### config.mk
export PLATFORM = sky130hd
export DESIGN_NAME = xac_ctrl
export DESIGN_NICKNAME = d
export VERILOG_FILES = /design/src/logic/xac_pkg.sv /design/src/logic/xac_ctrl.sv
export SDC_FILE = /design/constraint.sdc
export NUM_CORES = 1
export LEC_CHECK = 0
export ABC_CLOCK_PERIOD_IN_PS = 5200
export BUFFER_PORTS_ARGS = -buffer_cell sky130_fd_sc_hd__buf_2
export CORE_UTILIZATION = 40
export CTS_CLUSTER_SIZE = 10
export DETAILED_ROUTE_END_ITERATION = 10
export PLACE_DENSITY = 0.66
export SETUP_SLACK_MARGIN = 0.3
export SLEW_MARGIN = 10
export SYNTH_ARGS = -nofsm -noshare
export SYNTH_HDL_FRONTEND = slang
export SYNTH_SLANG_ARGS = --single-unit
### constraint.sdc
create_clock -name CORE_CLK -period 5.2 [get_ports CORE_CLK]
set_input_delay 1.04 -clock CORE_CLK [delete_from_list [all_inputs] [get_ports CORE_CLK]]
set_output_delay 1.04 -clock CORE_CLK [all_outputs]
set_load 0.01 [all_outputs]
### src/logic/xac_pkg.sv
package xac_pkg;

	// ****************************************
	// Address space
	// ****************************************
	localparam int ADDR_W = 20;
	localparam int WORD_W = 16;
	localparam logic [19:0] SP_RESET = 20'h00a00;
	localparam logic [19:0] PC_RESET = 20'h00000;
	localparam logic [19:0] STACK_STEP = 20'h00002;
	localparam logic [3:0] PC_HI_ZERO = 4'h0;
	localparam int PC_HI_LSB = 16;
	localparam int SR_PCHI_LSB = 12;

	// ****************************************
	// Vector table
	// ****************************************
	localparam logic [19:0] BOOT_RSVD_ADDR = 20'h0ffbe;
	localparam logic [19:0] VEC_BASE_ADDR = BOOT_RSVD_ADDR + 20'h00002;
	localparam int VEC_COUNT = 32;
	localparam int VEC_NUM_W = 5;

	// ****************************************
	// Information flash
	// ****************************************
	localparam logic [15:0] INFO_BASE = 16'h1000;
	localparam logic [15:0] INFO_LAST = 16'h10ff;
	localparam int INFO_SEG_BYTES = 64;
	localparam int INFO_SEG_W = 2;
	localparam int INFO_OFS_W = 6;
	localparam logic [1:0] SEG_D = 2'h0;
	localparam logic [1:0] SEG_C = 2'h1;
	localparam logic [1:0] SEG_B = 2'h2;
	localparam logic [1:0] SEG_A = 2'h3;
	// Arbitrary key value
	localparam logic [15:0] UNLOCK_KEY = 16'h5a3c;

	// ****************************************
	// Types
	// ****************************************
	typedef enum logic [3:0] {
		OP_NOP = 4'h0,
		OP_NEAR_CALL = 4'h1,
		OP_FAR_CALL = 4'h2,
		OP_NEAR_RET = 4'h3,
		OP_FAR_RET = 4'h4,
		OP_MOV_W_PC = 4'h5,
		OP_MOV_A_PC = 4'h6,
		OP_IRQ_ENTRY = 4'h7,
		OP_IRQ_RETURN = 4'h8,
		OP_SP_LOAD = 4'h9
	} xac_op_t;

	typedef struct packed {
		xac_op_t op;
		logic [19:0] operand;
	} xac_cmd_t;

	typedef struct packed {
		logic [19:0] addr;
		logic [15:0] wdata;
		logic wr;
		logic rd;
	} xac_mem_t;

	typedef struct packed {
		logic erase;
		logic prog;
		logic [1:0] seg;
		logic [5:0] offset;
		logic [7:0] wdata;
	} xac_flash_t;

	typedef enum logic [8:0] {
		ST_IDLE = 9'h001,
		ST_PUSH_A = 9'h002,
		ST_PUSH_B = 9'h004,
		ST_VEC_FETCH = 9'h008,
		ST_VEC_WAIT = 9'h010,
		ST_LOAD = 9'h020,
		ST_POP1 = 9'h040,
		ST_POP2 = 9'h080,
		ST_POP3 = 9'h100
	} xac_state_t;

endpackage

### src/logic/xac_ctrl.sv
`timescale 1ns/100ps
module xac_ctrl #(
	parameter logic [19:0] SP_INIT = xac_pkg::SP_RESET,
	parameter logic [19:0] PC_INIT = xac_pkg::PC_RESET
) (
	// Clock and reset
	input wire logic CORE_CLK,
	input wire logic SYS_RST,
	// Flow command
	input wire logic CMD_VALID,
	input wire xac_pkg::xac_cmd_t CMD,
	input wire logic [xac_pkg::VEC_NUM_W-1:0] IRQ_NUM,
	input wire logic [15:0] STATUS_IN,
	output logic BUSY,
	output logic DONE,
	// Core state
	output logic [19:0] PROGRAM_COUNTER,
	output logic [19:0] STACK_POINTER,
	output logic [15:0] STATUS_OUT,
	output logic STATUS_LOAD,
	// Memory
	output xac_pkg::xac_mem_t MEM,
	input wire logic [15:0] MEM_RDATA,
	// Information flash
	input wire logic FLASH_REQ,
	input wire logic FLASH_ERASE,
	input wire logic [15:0] FLASH_ADDR,
	input wire logic [7:0] FLASH_WDATA,
	input wire logic UNLOCK_STB,
	input wire logic [15:0] UNLOCK_VALUE,
	output xac_pkg::xac_flash_t FLASH,
	output logic FLASH_REFUSED,
	output logic CAL_LOCKED
);

	// ****************************************
	// Flow control state
	// ****************************************
	xac_pkg::xac_state_t state_q, state_d;
	xac_pkg::xac_op_t op_q, op_d;
	logic [19:0] pc_q, pc_d;
	logic [19:0] sp_q, sp_d;
	logic [15:0] word_q, word_d;
	logic [4:0] vec_q, vec_d;
	logic [15:0] status_q, status_d;
	logic status_ld_q, status_ld_d;
	logic done_q, done_d;
	xac_pkg::xac_mem_t mem_q, mem_d;

	wire cmd_take = CMD_VALID && (state_q == xac_pkg::ST_IDLE);
	wire [19:0] sp_dec = sp_q - xac_pkg::STACK_STEP;
	wire [19:0] sp_inc = sp_q + xac_pkg::STACK_STEP;
	wire [19:0] vec_addr = xac_pkg::VEC_BASE_ADDR + {14'h0000, vec_q, 1'b0};
	wire [15:0] sr_packed = {pc_q[19:16], status_q[11:0]};
	wire [3:0] pc_hi = pc_q[19:16];

	// Program counter loads and pushed words, named once
	wire [15:0] pc_hi_word = {12'h000, pc_hi};
	wire [19:0] far_target = {vec_q[3:0], word_q};
	wire [19:0] vec_target = {xac_pkg::PC_HI_ZERO, MEM_RDATA};
	wire [19:0] far_return = {MEM_RDATA[3:0], word_q};
	wire [19:0] irq_return = {word_q[15:12], MEM_RDATA};

	always_comb begin
		state_d = state_q;
		op_d = op_q;
		pc_d = pc_q;
		sp_d = sp_q;
		word_d = word_q;
		vec_d = vec_q;
		status_d = status_q;
		status_ld_d = 1'b0;
		done_d = 1'b0;
		mem_d = '0;
		case (state_q)
			xac_pkg::ST_IDLE: begin
				if (cmd_take) begin
					op_d = CMD.op;
					case (CMD.op)
						xac_pkg::OP_NEAR_CALL: begin
							// Sixteen-bit return address only
							sp_d = sp_dec;
							mem_d = '{addr: sp_dec, wdata: pc_q[15:0], wr: 1'b1, rd: 1'b0};
							pc_d = {xac_pkg::PC_HI_ZERO, CMD.operand[15:0]};
							done_d = 1'b1;
						end
						xac_pkg::OP_FAR_CALL: begin
							// Upper bits go first, at the higher address
							sp_d = sp_dec;
							mem_d = '{addr: sp_dec, wdata: pc_hi_word, wr: 1'b1, rd: 1'b0};
							word_d = CMD.operand[15:0];
							vec_d = {1'b0, CMD.operand[19:16]};
							state_d = xac_pkg::ST_PUSH_B;
						end
						xac_pkg::OP_NEAR_RET,
						xac_pkg::OP_FAR_RET,
						xac_pkg::OP_IRQ_RETURN: begin
							sp_d = sp_inc;
							mem_d = '{addr: sp_q, wdata: 16'h0000, wr: 1'b0, rd: 1'b1};
							state_d = xac_pkg::ST_POP1;
						end
						xac_pkg::OP_MOV_W_PC: begin
							pc_d = {xac_pkg::PC_HI_ZERO, CMD.operand[15:0]};
							done_d = 1'b1;
						end
						xac_pkg::OP_MOV_A_PC: begin
							pc_d = CMD.operand;
							done_d = 1'b1;
						end
						xac_pkg::OP_IRQ_ENTRY: begin
							vec_d = IRQ_NUM;
							status_d = STATUS_IN;
							state_d = xac_pkg::ST_PUSH_A;
						end
						xac_pkg::OP_SP_LOAD: begin
							sp_d = CMD.operand;
							done_d = 1'b1;
						end
						default: begin
							done_d = 1'b1;
						end
					endcase
				end
			end
			xac_pkg::ST_PUSH_A: begin
				sp_d = sp_dec;
				mem_d = '{addr: sp_dec, wdata: pc_q[15:0], wr: 1'b1, rd: 1'b0};
				state_d = xac_pkg::ST_PUSH_B;
			end
			xac_pkg::ST_PUSH_B: begin
				sp_d = sp_dec;
				if (op_q == xac_pkg::OP_FAR_CALL) begin
					mem_d = '{addr: sp_dec, wdata: pc_q[15:0], wr: 1'b1, rd: 1'b0};
					pc_d = far_target;
					done_d = 1'b1;
					state_d = xac_pkg::ST_IDLE;
				end else begin
					// Upper program counter bits ride in the saved status word
					mem_d = '{addr: sp_dec, wdata: sr_packed, wr: 1'b1, rd: 1'b0};
					state_d = xac_pkg::ST_VEC_FETCH;
				end
			end
			xac_pkg::ST_VEC_FETCH: begin
				mem_d = '{addr: vec_addr, wdata: 16'h0000, wr: 1'b0, rd: 1'b1};
				state_d = xac_pkg::ST_VEC_WAIT;
			end
			xac_pkg::ST_VEC_WAIT: begin
				state_d = xac_pkg::ST_LOAD;
			end
			xac_pkg::ST_LOAD: begin
				// Vectors reach the first 64 KB only
				pc_d = vec_target;
				done_d = 1'b1;
				state_d = xac_pkg::ST_IDLE;
			end
			xac_pkg::ST_POP1: begin
				if (op_q != xac_pkg::OP_NEAR_RET) begin
					sp_d = sp_inc;
					mem_d = '{addr: sp_q, wdata: 16'h0000, wr: 1'b0, rd: 1'b1};
				end
				state_d = xac_pkg::ST_POP2;
			end
			xac_pkg::ST_POP2: begin
				if (op_q == xac_pkg::OP_NEAR_RET) begin
					pc_d = vec_target;
					done_d = 1'b1;
					state_d = xac_pkg::ST_IDLE;
				end else begin
					word_d = MEM_RDATA;
					state_d = xac_pkg::ST_POP3;
				end
			end
			xac_pkg::ST_POP3: begin
				done_d = 1'b1;
				state_d = xac_pkg::ST_IDLE;
				if (op_q == xac_pkg::OP_FAR_RET) begin
					pc_d = far_return;
				end else begin
					pc_d = irq_return;
					status_d = {4'h0, word_q[11:0]};
					status_ld_d = 1'b1;
				end
			end
			default: begin
				state_d = xac_pkg::ST_IDLE;
			end
		endcase
	end

	always_ff @(posedge CORE_CLK or posedge SYS_RST) begin
		if (SYS_RST) begin
			state_q <= xac_pkg::ST_IDLE;
			op_q <= xac_pkg::OP_NOP;
			pc_q <= PC_INIT;
			sp_q <= SP_INIT;
			word_q <= 16'h0000;
			vec_q <= 5'h00;
			status_q <= 16'h0000;
			status_ld_q <= 1'b0;
			done_q <= 1'b0;
			mem_q <= '0;
		end else begin
			state_q <= state_d;
			op_q <= op_d;
			pc_q <= pc_d;
			sp_q <= sp_d;
			word_q <= word_d;
			vec_q <= vec_d;
			status_q <= status_d;
			status_ld_q <= status_ld_d;
			done_q <= done_d;
			mem_q <= mem_d;
		end
	end

	// ****************************************
	// Information flash guard
	// ****************************************
	logic open_q;
	logic refused_q;
	xac_pkg::xac_flash_t flash_q;

	wire in_info = (FLASH_ADDR >= xac_pkg::INFO_BASE) && (FLASH_ADDR <= xac_pkg::INFO_LAST);
	wire [1:0] seg_sel = FLASH_ADDR[xac_pkg::INFO_OFS_W +: xac_pkg::INFO_SEG_W];
	wire [5:0] ofs_sel = FLASH_ADDR[xac_pkg::INFO_OFS_W-1:0];
	wire hits_a = (seg_sel == xac_pkg::SEG_A);
	wire key_ok = UNLOCK_STB && (UNLOCK_VALUE == xac_pkg::UNLOCK_KEY);
	wire grant = FLASH_REQ && in_info && (!hits_a || open_q);
	wire deny = FLASH_REQ && !grant;
	// One unlock covers one operation on segment A, then it relocks
	wire relock = FLASH_REQ && in_info && hits_a && open_q;
	// Set wins: an unlock alongside the relock keeps it open
	wire open_d = key_ok || (open_q && !relock);

	always_ff @(posedge CORE_CLK or posedge SYS_RST) begin
		if (SYS_RST) begin
			open_q <= 1'b0;
			refused_q <= 1'b0;
			flash_q <= '0;
		end else begin
			open_q <= open_d;
			refused_q <= deny;
			flash_q.erase <= grant && FLASH_ERASE;
			flash_q.prog <= grant && !FLASH_ERASE;
			flash_q.seg <= seg_sel;
			flash_q.offset <= ofs_sel;
			flash_q.wdata <= FLASH_WDATA;
		end
	end

	// ****************************************
	// Registered status pins
	// ****************************************
	// Flags load their next-state values
	// Pin changes on the edge of the state it reports
	// Two flip-flops traded for no decode glitch on a pin
	logic busy_q;
	logic locked_q;
	wire busy_d = (state_d != xac_pkg::ST_IDLE);

	always_ff @(posedge CORE_CLK or posedge SYS_RST) begin
		if (SYS_RST) begin
			busy_q <= 1'b0;
			locked_q <= 1'b1;
		end else begin
			busy_q <= busy_d;
			locked_q <= !open_d;
		end
	end

	// ****************************************
	// Outputs
	// ****************************************
	assign BUSY = busy_q;
	assign DONE = done_q;
	assign PROGRAM_COUNTER = pc_q;
	assign STACK_POINTER = sp_q;
	assign STATUS_OUT = status_q;
	assign STATUS_LOAD = status_ld_q;
	assign MEM = mem_q;
	assign FLASH = flash_q;
	assign FLASH_REFUSED = refused_q;
	assign CAL_LOCKED = locked_q;

endmodule

==> results.txt, run 1 <==
The critical path in this run is classified as reg -> reg. The slowest cell on the critical path is sky130_fd_sc_hd__and3_1. The worst setup path is captured at a register.

The number of instances in the synthesized netlist is 857. Traced cell by cell, the critical path runs through or4_1 -> or3_1 -> clkinv_2 -> nand2_1 -> and3_1 -> or3_1 -> o211ai_1. The cell total after placement is 1287. Among all flip-flop cells after synthesis, the most frequent one is sky130_fd_sc_hd__dfrtp_1.

The share of flip-flops with an asynchronous set or reset after synthesis came out at 100%. The max-cap check violation count is 0. After detailed routing, the number of remaining DRC violations is 0. After Yosys synthesis, full adders, half adders and majority gates account for 0.310% of the synthesized area.

After synthesis the cells add up to approximately 8100 um2. The die covers 20700 um2. The share of layout cells above drive strength 1 is just over 30%. The maximum number of pins on one net before global-route repair is 121.

Setup repair after global routing left no endpoint under its margin. During placement, the flow inserted port buffers numbering 223. The final critical path takes up 67.0% of the cycle.

Counting both buffers and inverters, the worst setup path holds a total of 1. The clock edge transition at the registers on the reported setup and hold paths came out at ~0.07 ns. The worst-case register-to-register setup slack came out at 1.72 ns. The count of standard-cell rows came out at 51. The hold-fix buffer count after cts came out at 0. For the worst-skew pair, the clock arrives at the later sink with an insertion delay of 0.43 ns. Along the worst path, the maximum fanout reaches 30. The sum of routed wire length over all layers is 26200 um.

The total number of vias is 7651. The commonest cells after synthesis are sky130_fd_sc_hd__dfrtp_1 (148), sky130_fd_sc_hd__nor2_1 (96), sky130_fd_sc_hd__o21ai_0 (78), sky130_fd_sc_hd__nand2_1 (61), sky130_fd_sc_hd__clkbuf_1 (47). The share of synthesized area spent on multiplexers is 4.25%. For the final database, setup skew stands at 0.00998 ns. The number of nets still failing antenna checks after routing is 0. The CTS tree is yes. The maximum vdd drop is 0.247 mV.

The final critical path time including I/O delays and setup came out at 3.48 ns. Yosys instantiated no cell more often than sky130_fd_sc_hd__dfrtp_1. The post-CTS repair timing setup buffer count is 0. The analysis attributes to cell leakage a power of roughly 4.5 nW. The floorplan step set the die height to 144 um.

The number of different library cells used by synthesis comes to 71. The per-cell via count in the routed design came out at 5.80. The post-synthesis area per instance is 9.42 um2.

The min-delay analysis places its worst path in the category reg -> reg. The count of yosys warnings during synthesis came out at 0. Adding up every negative setup slack in the final design gives 0 ns. Yosys attributes the largest share of cell area to sky130_fd_sc_hd__dfrtp_1 (46%), sky130_fd_sc_hd__o21ai_0 (4.8%), sky130_fd_sc_hd__nor2_1 (4.5%). Synthesis inferred between 150 and 200 register bits.

Timing would allow up to around 290 MHz. The total overflow left after global routing is 0. At the pin with the least slew margin, the transition time is 1.19 ns. The clock tree synthesis step divided the H-tree into 4 levels. The maximum cell stage delay along the critical path came out at around 0.68 ns.

The total clock sinks is about 150. The required time reported for the critical path endpoint came out at approximately 5.5 ns. The initial antenna violation count was 1. The post-placement setup slack is 1.60 ns. The core footprint came out at 19600 um2.

The net count of the mapped netlist came out at 966. The number of filler instances in the final layout is 1873. The final worst slack came out at 1.72 ns. Relative to the synthesized area, the layout overhead comes to 23.1%. The simple-gate portion of the synthesized area came out at 18.4%. For this design the ratio of total power to cell area is 416 nW/um2.

The number of detailed-routing iterations run before antenna repair came out at 7. The cell chosen for the clock root is sky130_fd_sc_hd__clkbuf_16. The post-DP HPWL came out at around 18000 um. Setup violations remaining at the end of the flow were counted as 0. The maximum clock path buffer count is 2.

The cell family contributing the most delay on the critical path is simple AND/OR/NAND/NOR gates. The flow ran to the end, and the final reports show no timing, DRC or antenna violations. After synthesis, the largest family of logic cells by area is compound AO/OA/AOI/OAI gates.

The number of diodes added for antenna fixing is 0. The share of Yosys cell area claimed by the top area cell type is 45.9%. The post-synthesis sequential area ratio is 47.2%.

The number of hold-slack violations in the final timing report is 0. The share of the synthesized area in compound gates (AO/OA/AOI/OAI) came out at 23.0%. The design draws slightly above 4 mW. The number of gates resized after CTS came out at 0.

After the first detailed-routing iteration, the DRC count stood at just over 700. The boundary pin count is between 200 and 250. The critical path launch point type is a register.

The via count of the first global-routing pass came out at 7022. The global router's overall resource usage is 25.3%. Data on the critical path arrives at its endpoint at 3.83 ns. The width of the die is 144 um. Of the total synthesized cell area, the portion taken by XOR and XNOR cells is 1.95%. In this run the tightest slew margin relative to its limit is 20.1%. The final routed wire length divided by cell count came out at 19.8 um. The number of flops mapped to enable cells by yosys is 0. The most numerous cell type found on the critical path is sky130_fd_sc_hd__or3_1.

The post-synthesis cell type with the largest combined area is sky130_fd_sc_hd__dfrtp_1. The final non-filler cell total came out at 1320. Routability-driven placement finished with a final weighted congestion of 0.879. The final net count is between 1000 and 1500. The first global-routing pass estimated roughly 40000 um of wire. The number of clock buffers added by TritonCTS is 17. The number of max-slew violations in the final report is 0. The effective utilization at floorplan came out at 41.2%.
-- cells by family after synthesis --
family          after synthesis
compound gates              270
xor+xnor                     18
fa+ha+maj                     2
buf+inv                      90
flops                       152
mux                          34
simple gates                291
-- report_power, final --
group / switching (mW) / total [mW] / internal, mW
Sequential: 0.377 / 1.80 / 1.42
Combinational: 0.615 / 1.07 / 0.450
Clock: 0.568 / 1.26 / 0.696
-- sequential cells by signal, summed over array words and instances, names as in the netlist --
signal	cells
STATUS_LOAD	1
STACK_POINTER	20
state_q	9
word_q	16
MEM	38
DONE	1
vec_q	5
open_q	1
op_q	4
CAL_LOCKED	1
BUSY	1
FLASH	18
STATUS_OUT	16
FLASH_REFUSED	1
PROGRAM_COUNTER	20
-- cell type report --
| cell class | count | area, um2 | share of cell area (%) |
|---|---|---|---|
| Clock buffer | 18 | 439 | 4.42 |
| Clock inverter | 14 | 158 | 1.59 |
| Inverter | 20 | 80.1 | 0.806 |
| Multi-Input combinational cell | 615 | 3890 | 39.1 |
| Sequential cell | 152 | 3810 | 38.3 |
| Tap cell | 265 | 332 | 3.34 |
| Timing Repair Buffer | 236 | 1230 | 12.4 |
-- cell usage in the layout (no fill, tap or decap), types with 8 or more instances in the layout --
cell type	synthesis	layout
sky130_fd_sc_hd__buf_2	14	223
sky130_fd_sc_hd__dfrtp_1	148	148
sky130_fd_sc_hd__nor2_1	96	96
sky130_fd_sc_hd__o21ai_0	78	78
sky130_fd_sc_hd__nand2_1	61	61
sky130_fd_sc_hd__a21oi_1	45	44
sky130_fd_sc_hd__mux2i_1	32	32
sky130_fd_sc_hd__nor3_1	31	31
sky130_fd_sc_hd__a21oi_2	20	21
sky130_fd_sc_hd__inv_1	19	18
sky130_fd_sc_hd__clkbuf_16	0	17
sky130_fd_sc_hd__a222oi_1	16	16
sky130_fd_sc_hd__nand3_1	15	15
sky130_fd_sc_hd__a22o_1	15	15
sky130_fd_sc_hd__xnor2_1	14	14
sky130_fd_sc_hd__a22oi_1	14	14
sky130_fd_sc_hd__a211oi_1	11	11
sky130_fd_sc_hd__buf_4	5	11
sky130_fd_sc_hd__nor4_1	10	9
sky130_fd_sc_hd__or3_1	9	9
sky130_fd_sc_hd__o22ai_1	9	9
sky130_fd_sc_hd__o21ai_1	9	9
sky130_fd_sc_hd__nand4_1	8	8
-- through the flow --
step | instance area (um2) | utilization [%] | hold WS [ns]
2_1_floorplan | 8070 | - | 0.467
3_3_place_gp | 9330 | 47.6 | 0.486
3_5_place_dp | 9330 | 47.6 | 0.495
4_1_cts | 9920 | 50.7 | 0.510
5_1_grt | 9930 | 50.7 | 0.531
6_report | 9930 | 50.7 | 0.512
-- tightest hold or removal path, delay by kind of cell (launching register included) --
kind            cells  cell delay [ns]
simple gates        1             0.05
compound gates      1             0.06
flops               1             0.37
-- metal layers --
| layer | GRT usage (%) | routed length (um) |
|---|---|---|
| met1 | 34.0 | 11000 |
| met2 | 38.4 | 12100 |
| met3 | 6.13 | 2130 |
| met4 | 11.2 | 916 |
| met5 | 0 | 10 |
-- path summary, 6_finish.rpt --
path	startpoint	to	depth (start not counted)
setup / recovery	state_q[3]	STACK_POINTER[1]	7
hold / removal	word_q[14]	word_q[14]	2
setup reg to reg	state_q[3]	STACK_POINTER[1]	7
hold reg to reg	word_q[14]	word_q[14]	2
max in group asynchronous	SYS_RST	MEM[15]	3
min in group asynchronous	SYS_RST	STATUS_OUT[13]	2
Note: power is estimated with default switching activity, not from simulation.
==> run 2, diff against run 1 <==
- ABC_CLOCK_PERIOD_IN_PS: 5200 -> 3100
- clock period: 5.2 -> 3.1 ns (I/O delays scaled with it)
==> run 2 against run 1 <==
  * Via count rose by 0.50%
  * Combinational power grew 92%
  * Clock power up 62%
  * Register-to-register slack got worse by 1.3 ns
  * Highest routed layer unchanged
  * Sequential power rose by 59%
  * Cell count increased by 2.1%
  * Sequential cell count is the same
  * Die area stayed put
  * Largest power group unchanged
  * Clock-buffer cell count unchanged
  * Sequential share of layout area shrank 0.88 points
  * Design area is 2.3% higher
==> results.txt, run 2 (synthesized netlist as in run 1, its figures left out) <==
The run finished with clean final reports. Tracing the worst setup path back leads to its startpoint at STACK_POINTER[1]. The total number of vias is 7689 (+0.50%). The total congestion overflow after global routing came out at 0 (unchanged). The sum of routed wire length over all layers is 26200 um (about the same). The maximum vdd drop came out at 0.388 mV (+57%). The maximum number of pins on one net before global-route repair is 147 (+21%). The arrival time at the worst endpoint was 2.99 ns (-0.84 ns). In this run the critical register-to-register path is captured at STACK_POINTER[14]. The cell total after placement came out at 1316 (+2.3%). The width of the die is 144 um (unchanged). The core footprint came out at 19600 um2 (unchanged).

Leaving out fill and tap cells, the most frequent cells in the layout are sky130_fd_sc_hd__buf_2 (223), sky130_fd_sc_hd__dfrtp_1 (148), sky130_fd_sc_hd__nor2_1 (96), sky130_fd_sc_hd__o21ai_0 (78), sky130_fd_sc_hd__nand2_1 (61). The initial antenna violation count is 2 (+1). The number of diodes added for antenna fixing is 0 (unchanged).

Setup repair after global routing left no endpoint under its margin. The commonest non-fill, non-tap cell in the layout is sky130_fd_sc_hd__buf_2. The highest clock rate came out at 372 MHz (+30%).

The die outline area came out at 20700 um2 (unchanged). The total clock sinks is 152 (unchanged). The final weighted congestion in routability-driven placement is 0.893 (+1.5%). The post-route DRC violation count came to 0 (unchanged). The number of buffers inserted during clock tree synthesis is 17 (unchanged). The required time reported for the critical path endpoint is 3.40 ns (-2.14 ns). The final net count came to 1179 (+2.4%). The leakage power total came out at 4.68 nW (+3.1%). The setup TNS came out at 0 ns (unchanged). The hold-fix buffer count after cts came out at 0 (unchanged). The per-cell via count in the routed design is 5.70 (-1.6%). The cell family contributing the most delay on the critical path is simple AND/OR/NAND/NOR gates. The floorplan die height came out at 144 um (unchanged). The share of the clock period used by the worst path is 86.7% (+20 points). The worst flop-to-flop path startpoint is STACK_POINTER[1]. The number of detailed-routing iterations run before antenna repair is 6 (-1). The DRC marker count from the first detailed-route iteration came out at 668 (-5.2%).

The wire length of the first global-routing pass is 39600 um (unchanged). The maximum clock path buffer count is 2 (unchanged). The number of filler instances in the final layout is 1832 (-2.2%). The maximum cell stage delay along the critical path came out at 0.71 ns (+0.03 ns). The worst relative slew slack is 38.0% (+18 points). The final critical path time including I/O delays and setup was 2.69 ns (-0.796 ns). The post-DP HPWL came out at 18600 um (+1.8%). The cell chosen for the clock root is sky130_fd_sc_hd__clkbuf_16. The clock edge transition at the registers on the reported setup and hold paths came out at 0.07 ns (about the same). The number of flip-flops under the largest register name came out at 38 (unchanged). The final routed wire length divided by cell count was 19.4 um (-2.1%). The number of failing setup endpoints in the final timing report came to 0 (unchanged). TritonCTS built the clock tree. The path class of the tightest hold or removal check is in -> async.

The worst-case register-to-register setup slack came to 0.41 ns (-1.30 ns). The number of H-tree branching levels came out at 4 (unchanged). The number of nets still failing antenna checks after routing is 0 (unchanged). The clock network latency to the later pin of the worst-skew pair came out at 0.43 ns (about the same). The global router's overall resource usage came out at 25.3% (about the same). The number of hold-slack violations in the final timing report came out at 0 (unchanged).

The boundary pin count came to 224 (unchanged). The slowest cell on the critical path is sky130_fd_sc_hd__or4_1. The number of max-slew violations in the final report is 0 (unchanged). The max-cap check violation count came to 0 (unchanged). The logic depth of the worst register-to-register path came out at 6 (-1). The share of layout cells above drive strength 1 came out at 32.7% (+2.5 points). The slew at the pin with the worst max-slew slack came out at 0.929 ns (-0.262 ns).

The critical setup path kind is reg -> reg. The quantity of I/O buffers inserted on ports came to 223 (unchanged). The effective utilization at floorplan is 41.2% (unchanged).

STA classifies the critical path endpoint as a register. The count of standard-cell rows was 51 (unchanged). The clock skew came out at 0.00793 ns (-0.00205 ns). The final non-filler cell total is 1348 (+2.1%). The total power per unit cell area came to 685 nW/um2 (+65%).

Traced cell by cell, the critical path runs through or4_1 -> or4_4 -> nor3_2 -> xnor2_1 -> a221oi_1 -> o22ai_1. STA classifies the critical path startpoint as a register. The area growth from synthesis to layout is 26.0%. The number of buffer and inverter stages on the critical path is 0 (-1).

The critical-path maximum fanout is 12 (-60%). The via count of the first global-routing pass came out at 6987 (-0.50%).
-- run 2: area by class of cell --
| class | instances | area, um2 | share of cell area [%] |
|---|---|---|---|
| multi-input combinational | 615 | 3930 | 38.6 |
| inverter | 20 | 80.1 | 0.788 |
| tap | 265 | 332 | 3.26 |
| clock inverter | 14 | 140 | 1.38 |
| sequential | 152 | 3810 | 37.5 |
| clock buffer | 18 | 429 | 4.22 |
| timing repair buffer | 264 | 1450 | 14.3 |
-- run 2: stage by stage --
| stage | cell area, um2 | utilization, % | hold slack (ns) | total power, mW | setup WS [ns] |
|---|---|---|---|---|---|
| after floorplan | 8070 | - | 0.467 | 4.04 | 0.438 |
| after global placement | 9560 | 48.8 | 0.491 | 4.87 | 0.394 |
| after detailed placement | 9560 | 48.8 | 0.504 | 4.91 | 0.346 |
| after CTS | 10100 | 51.7 | 0.0891 | 6.95 | 0.319 |
| after global routing | 10200 | 51.9 | 0.0911 | 7.33 | 0.299 |
| final | 10200 | 51.9 | 0.0964 | 6.96 | 0.412 |
-- run 2: repair_timing --
action / 4_1_cts / 5_1_grt
resized for setup: 0 / 9
setup buffers: 0 / 0
endpoints found under the setup margin: 0 / 15
-- run 2: routing by layer --
layer | GRT usage [%] | share of wire (%) | vias up
li1 | - | - | 3598
met2 | 40.0 | 47 | 358
met1 | 34.1 | 42 | 3685
met4 | 8.45 | 2.5 | 2
met5 | 0 | 0.031 | -
met3 | 5.56 | 7.8 | 46
-- run 2: worst max-delay path by stage --
stage	to	slack (ns)	cells after the start
5_1_grt	STACK_POINTER[14]	0.30	6
3_3_place_gp	STACK_POINTER[15]	0.39	5
4_1_cts	STACK_POINTER[14]	0.32	6
6_report	STACK_POINTER[14]	0.41	6
2_1_floorplan	STACK_POINTER[16]	0.44	9
3_5_place_dp	STACK_POINTER[14]	0.35	6
-- run 2: power breakdown --
group	switching [mW]	internal, mW
logic	1.21	0.839
clock network	0.912	1.12
registers	0.484	2.39
-- run 2: worst reg2reg max path, cell delays in order, from the launching register on --
cell and delay [ns]:
sky130_fd_sc_hd__dfrtp_1 0.52, sky130_fd_sc_hd__or4_1 0.71, sky130_fd_sc_hd__or4_4 0.63, sky130_fd_sc_hd__nor3_2 0.20, sky130_fd_sc_hd__xnor2_1 0.09, sky130_fd_sc_hd__a221oi_1 0.29
sky130_fd_sc_hd__o22ai_1 0.13
==> run 3, diff against run 2 <==
- CORE_MARGIN: unset -> 2
- CORE_UTILIZATION: 40 -> 45
- PLACE_DENSITY: 0.66 -> 0.73
==> run 3 against run 2 <==
  * Largest cell class unchanged
  * Combinational power shrank 2%
  * Register-to-register slack about the same
  * First-iteration DRC count rose by 27%
  * Core utilization is 7.0 points higher
  * Total power increased by 2.4%
  * Setup slack worse by 0.0048 ns
==> results.txt, run 3 (synthesized netlist as in run 1, its figures left out) <==
The total congestion overflow after global routing came out at 0 (unchanged). The final net count came out at 1184 (+0.42%). The highest clock rate is 371 MHz (-0.18%). The critical path launch point type is a register. The total number of vias came out at 7915 (+2.9%).

The area growth from synthesis to layout is 27.1%. The met2 track demand over resource is 42.0% (+2.0 points). The flow ran to the end, and the final reports show no timing, DRC or antenna violations.

The worst-case register-to-register setup slack is 0.41 ns (about the same). The final cell utilization of the core came to 58.9% (+7.0 points). The worst hold slack came out at 0.245 ns (+0.148 ns). The DRC marker count from the first detailed-route iteration is 849 (+27%). The width of the die is 138 um (-4.3%). The final design instance area without fill is 10300 um2 (+0.86%). The final non-filler cell total came to 1312 (-2.7%). The number of H-tree branching levels is 4 (unchanged). The required time reported for the critical path endpoint is 3.41 ns (about the same). The cell chosen for the clock root is sky130_fd_sc_hd__clkbuf_16. The cell area reported after detailed placement is 9510 um2 (-0.47%). The logic depth of the worst register-to-register path was 7 (+1).

The slew at the pin with the worst max-slew slack was 0.875 ns (-0.0542 ns). The number of nets still failing antenna checks after routing came to 0 (unchanged). The maximum vdd drop came to 0.472 mV (+22%). The count of standard-cell rows came out at 48 (-5.9%). The critical-path maximum fanout came out at 10 (-2). The clock network latency to the later pin of the worst-skew pair was 0.43 ns (about the same). The post-route DRC violation count came to 0 (unchanged). The arrival time at the worst endpoint came out at 3.00 ns (about the same). The share of the clock period used by the worst path came out at 86.9% (+0.15 points). The global routing usage on met3 is 4.82% (-0.74 points). The critical path is of the reg -> reg type.

Setup repair after global routing could not meet its margin everywhere. The number of flip-flops under the largest register name came out at 38 (unchanged). The maximum number of pins on one net before global-route repair was 65 (-56%). Leaving out fill and tap cells, the most frequent cell in the layout is sky130_fd_sc_hd__buf_2. The leakage power total is 4.76 nW (+1.6%). In this run the critical register-to-register path is launched from state_q[5]. The number of detailed-routing iterations run before antenna repair came out at 5 (-1). The floorplan die height was 138 um (-4.3%). The worst hold path belongs to the class in -> async. The hold-fix buffer count after cts came to 0 (unchanged). The maximum clock path buffer count came to 2 (unchanged). The effective utilization at floorplan is 46.3% (+5.1 points).

The die outline area came out at 19000 um2 (-8.3%). The clock skew is 0.00438 ns (-0.00355 ns). The post-DP HPWL is 18500 um (-0.69%).

The total clock sinks came out at 152 (unchanged). The initial antenna violation count came out at 0 (-2). The quantity of I/O buffers inserted on ports is 223 (unchanged).

The worst register-to-register path ends at PROGRAM_COUNTER[12]. The final weighted congestion in routability-driven placement came out at 0.962 (+7.8%). The layer flagged by global routing as most heavily used is met2.

The wire length of the first global-routing pass is 40000 um (+0.87%). The number of diodes added for antenna fixing was 0 (unchanged). The final routed wire length divided by cell count came out at 19.9 um (+2.6%). The number of max-slew violations in the final report is 0 (unchanged). The setup TNS came to 0 ns (unchanged). The clock edge transition at the registers on the reported setup and hold paths is 0.06 ns (about the same).

The cell total after placement is 1275 (-3.1%). The number of hold-slack violations in the final timing report is 0 (unchanged). The share of layout cells above drive strength 1 came out at 32.8% (+0.064 points). TritonCTS built the clock tree. The boundary pin count is 224 (unchanged). The category of the worst setup path capture point is a register. The via count of the first global-routing pass is 7263 (+4.0%).

The sum of routed wire length over all layers is 26100 um (-0.17%). The number of failing setup endpoints in the final timing report came out at 0 (unchanged). The core footprint is 17400 um2 (-11%). The total power per unit cell area is 695 nW/um2 (+1.5%). The library cells used most frequently in the layout, excluding fill and tap cells, are sky130_fd_sc_hd__buf_2 (223), sky130_fd_sc_hd__dfrtp_1 (148), sky130_fd_sc_hd__nor2_1 (96), sky130_fd_sc_hd__o21ai_0 (78), sky130_fd_sc_hd__nand2_1 (61).

The number of buffers inserted during clock tree synthesis is 17 (unchanged). The final critical path time including I/O delays and setup came out at 2.69 ns (+0.00476 ns). The global router's overall resource usage came to 27.5% (+2.2 points).

The met1 track demand over resource in global routing is 38.1% (+4.0 points). The max-cap check violation count was 0 (unchanged). The per-cell via count in the routed design came out at 6.03 (+5.8%). The worst relative slew slack is 41.6% (+3.6 points).
-- run 3: cell types whose count changed in the layout (fill, tap and decap cells not counted), moves of 2 or more --
cell,previous run,this run
sky130_fd_sc_hd__bufinv_16,1,4
sky130_fd_sc_hd__inv_6,5,1
sky130_fd_sc_hd__buf_6,0,3
sky130_fd_sc_hd__clkinvlp_4,4,2
sky130_fd_sc_hd__buf_12,2,4
-- run 3: power breakdown --
group | internal (mW) | leakage [nW] | switching (mW)
Combinational | 0.834 | 2.54 | 1.17
Clock | 1.36 | 0.303 | 0.830
Sequential | 2.39 | 1.91 | 0.547
Total | 4.58 | 4.76 | 2.54
-- run 3: final cells by class --
| cell class | count | area, um2 |
|---|---|---|
| Fill cell | 1517 | 7160 |
| Multi-Input combinational cell | 615 | 3930 |
| Sequential cell | 152 | 3810 |
| Timing Repair Buffer | 269 | 1540 |
| Clock buffer | 19 | 443 |
| Tap cell | 225 | 282 |
| Clock inverter | 12 | 174 |
| Inverter | 20 | 81.3 |
-- run 3: worst max-delay path by stage --
stage / slack [ns] / start / cells past startpoint / endpoint
after global routing: 0.26 / state_q[4] / 8 / MEM[35]
after detailed placement: 0.27 / state_q[4] / 9 / STACK_POINTER[11]
final: 0.41 / state_q[5] / 7 / PROGRAM_COUNTER[12]
after CTS: 0.30 / state_q[4] / 9 / STACK_POINTER[11]
after floorplan: 0.44 / CMD[23] / 9 / STACK_POINTER[16]
after global placement: 0.33 / state_q[4] / 9 / STACK_POINTER[11]
-- run 3: stage by stage --
stage / power, mW / worst slack, ns
2_1_floorplan: 4.04 / 0.438
3_3_place_gp: 4.85 / 0.331
3_5_place_dp: 4.89 / 0.267
4_1_cts: 7.09 / 0.305
5_1_grt: 7.50 / 0.263
6_report: 7.13 / 0.407
-- run 3: critical path, stage by stage, from the launching register on --
cell and delay [ns]:
sky130_fd_sc_hd__dfrtp_1 0.45, sky130_fd_sc_hd__or3_1 0.46, sky130_fd_sc_hd__or4_1 0.55, sky130_fd_sc_hd__or3_4 0.40, sky130_fd_sc_hd__a221oi_4 0.26, sky130_fd_sc_hd__buf_4 0.20
sky130_fd_sc_hd__buf_6 0.18, sky130_fd_sc_hd__a21oi_2 0.07
-- run 3: routing by layer --
metal | routed length [um] | vias up
met5 | 0 | -
met4 | 994 | 0
met1 | 10700 | 3795
li1 | - | 3606
met2 | 12200 | 444
met3 | 2270 | 70
-- run 3: repair_timing --
action,CTS,global route
gates cloned,0,2
buffers inserted,0,4
hold endpoints to repair,0,0
gates resized for setup,1,11
setup endpoints to repair,2,40
pin swaps,0,3
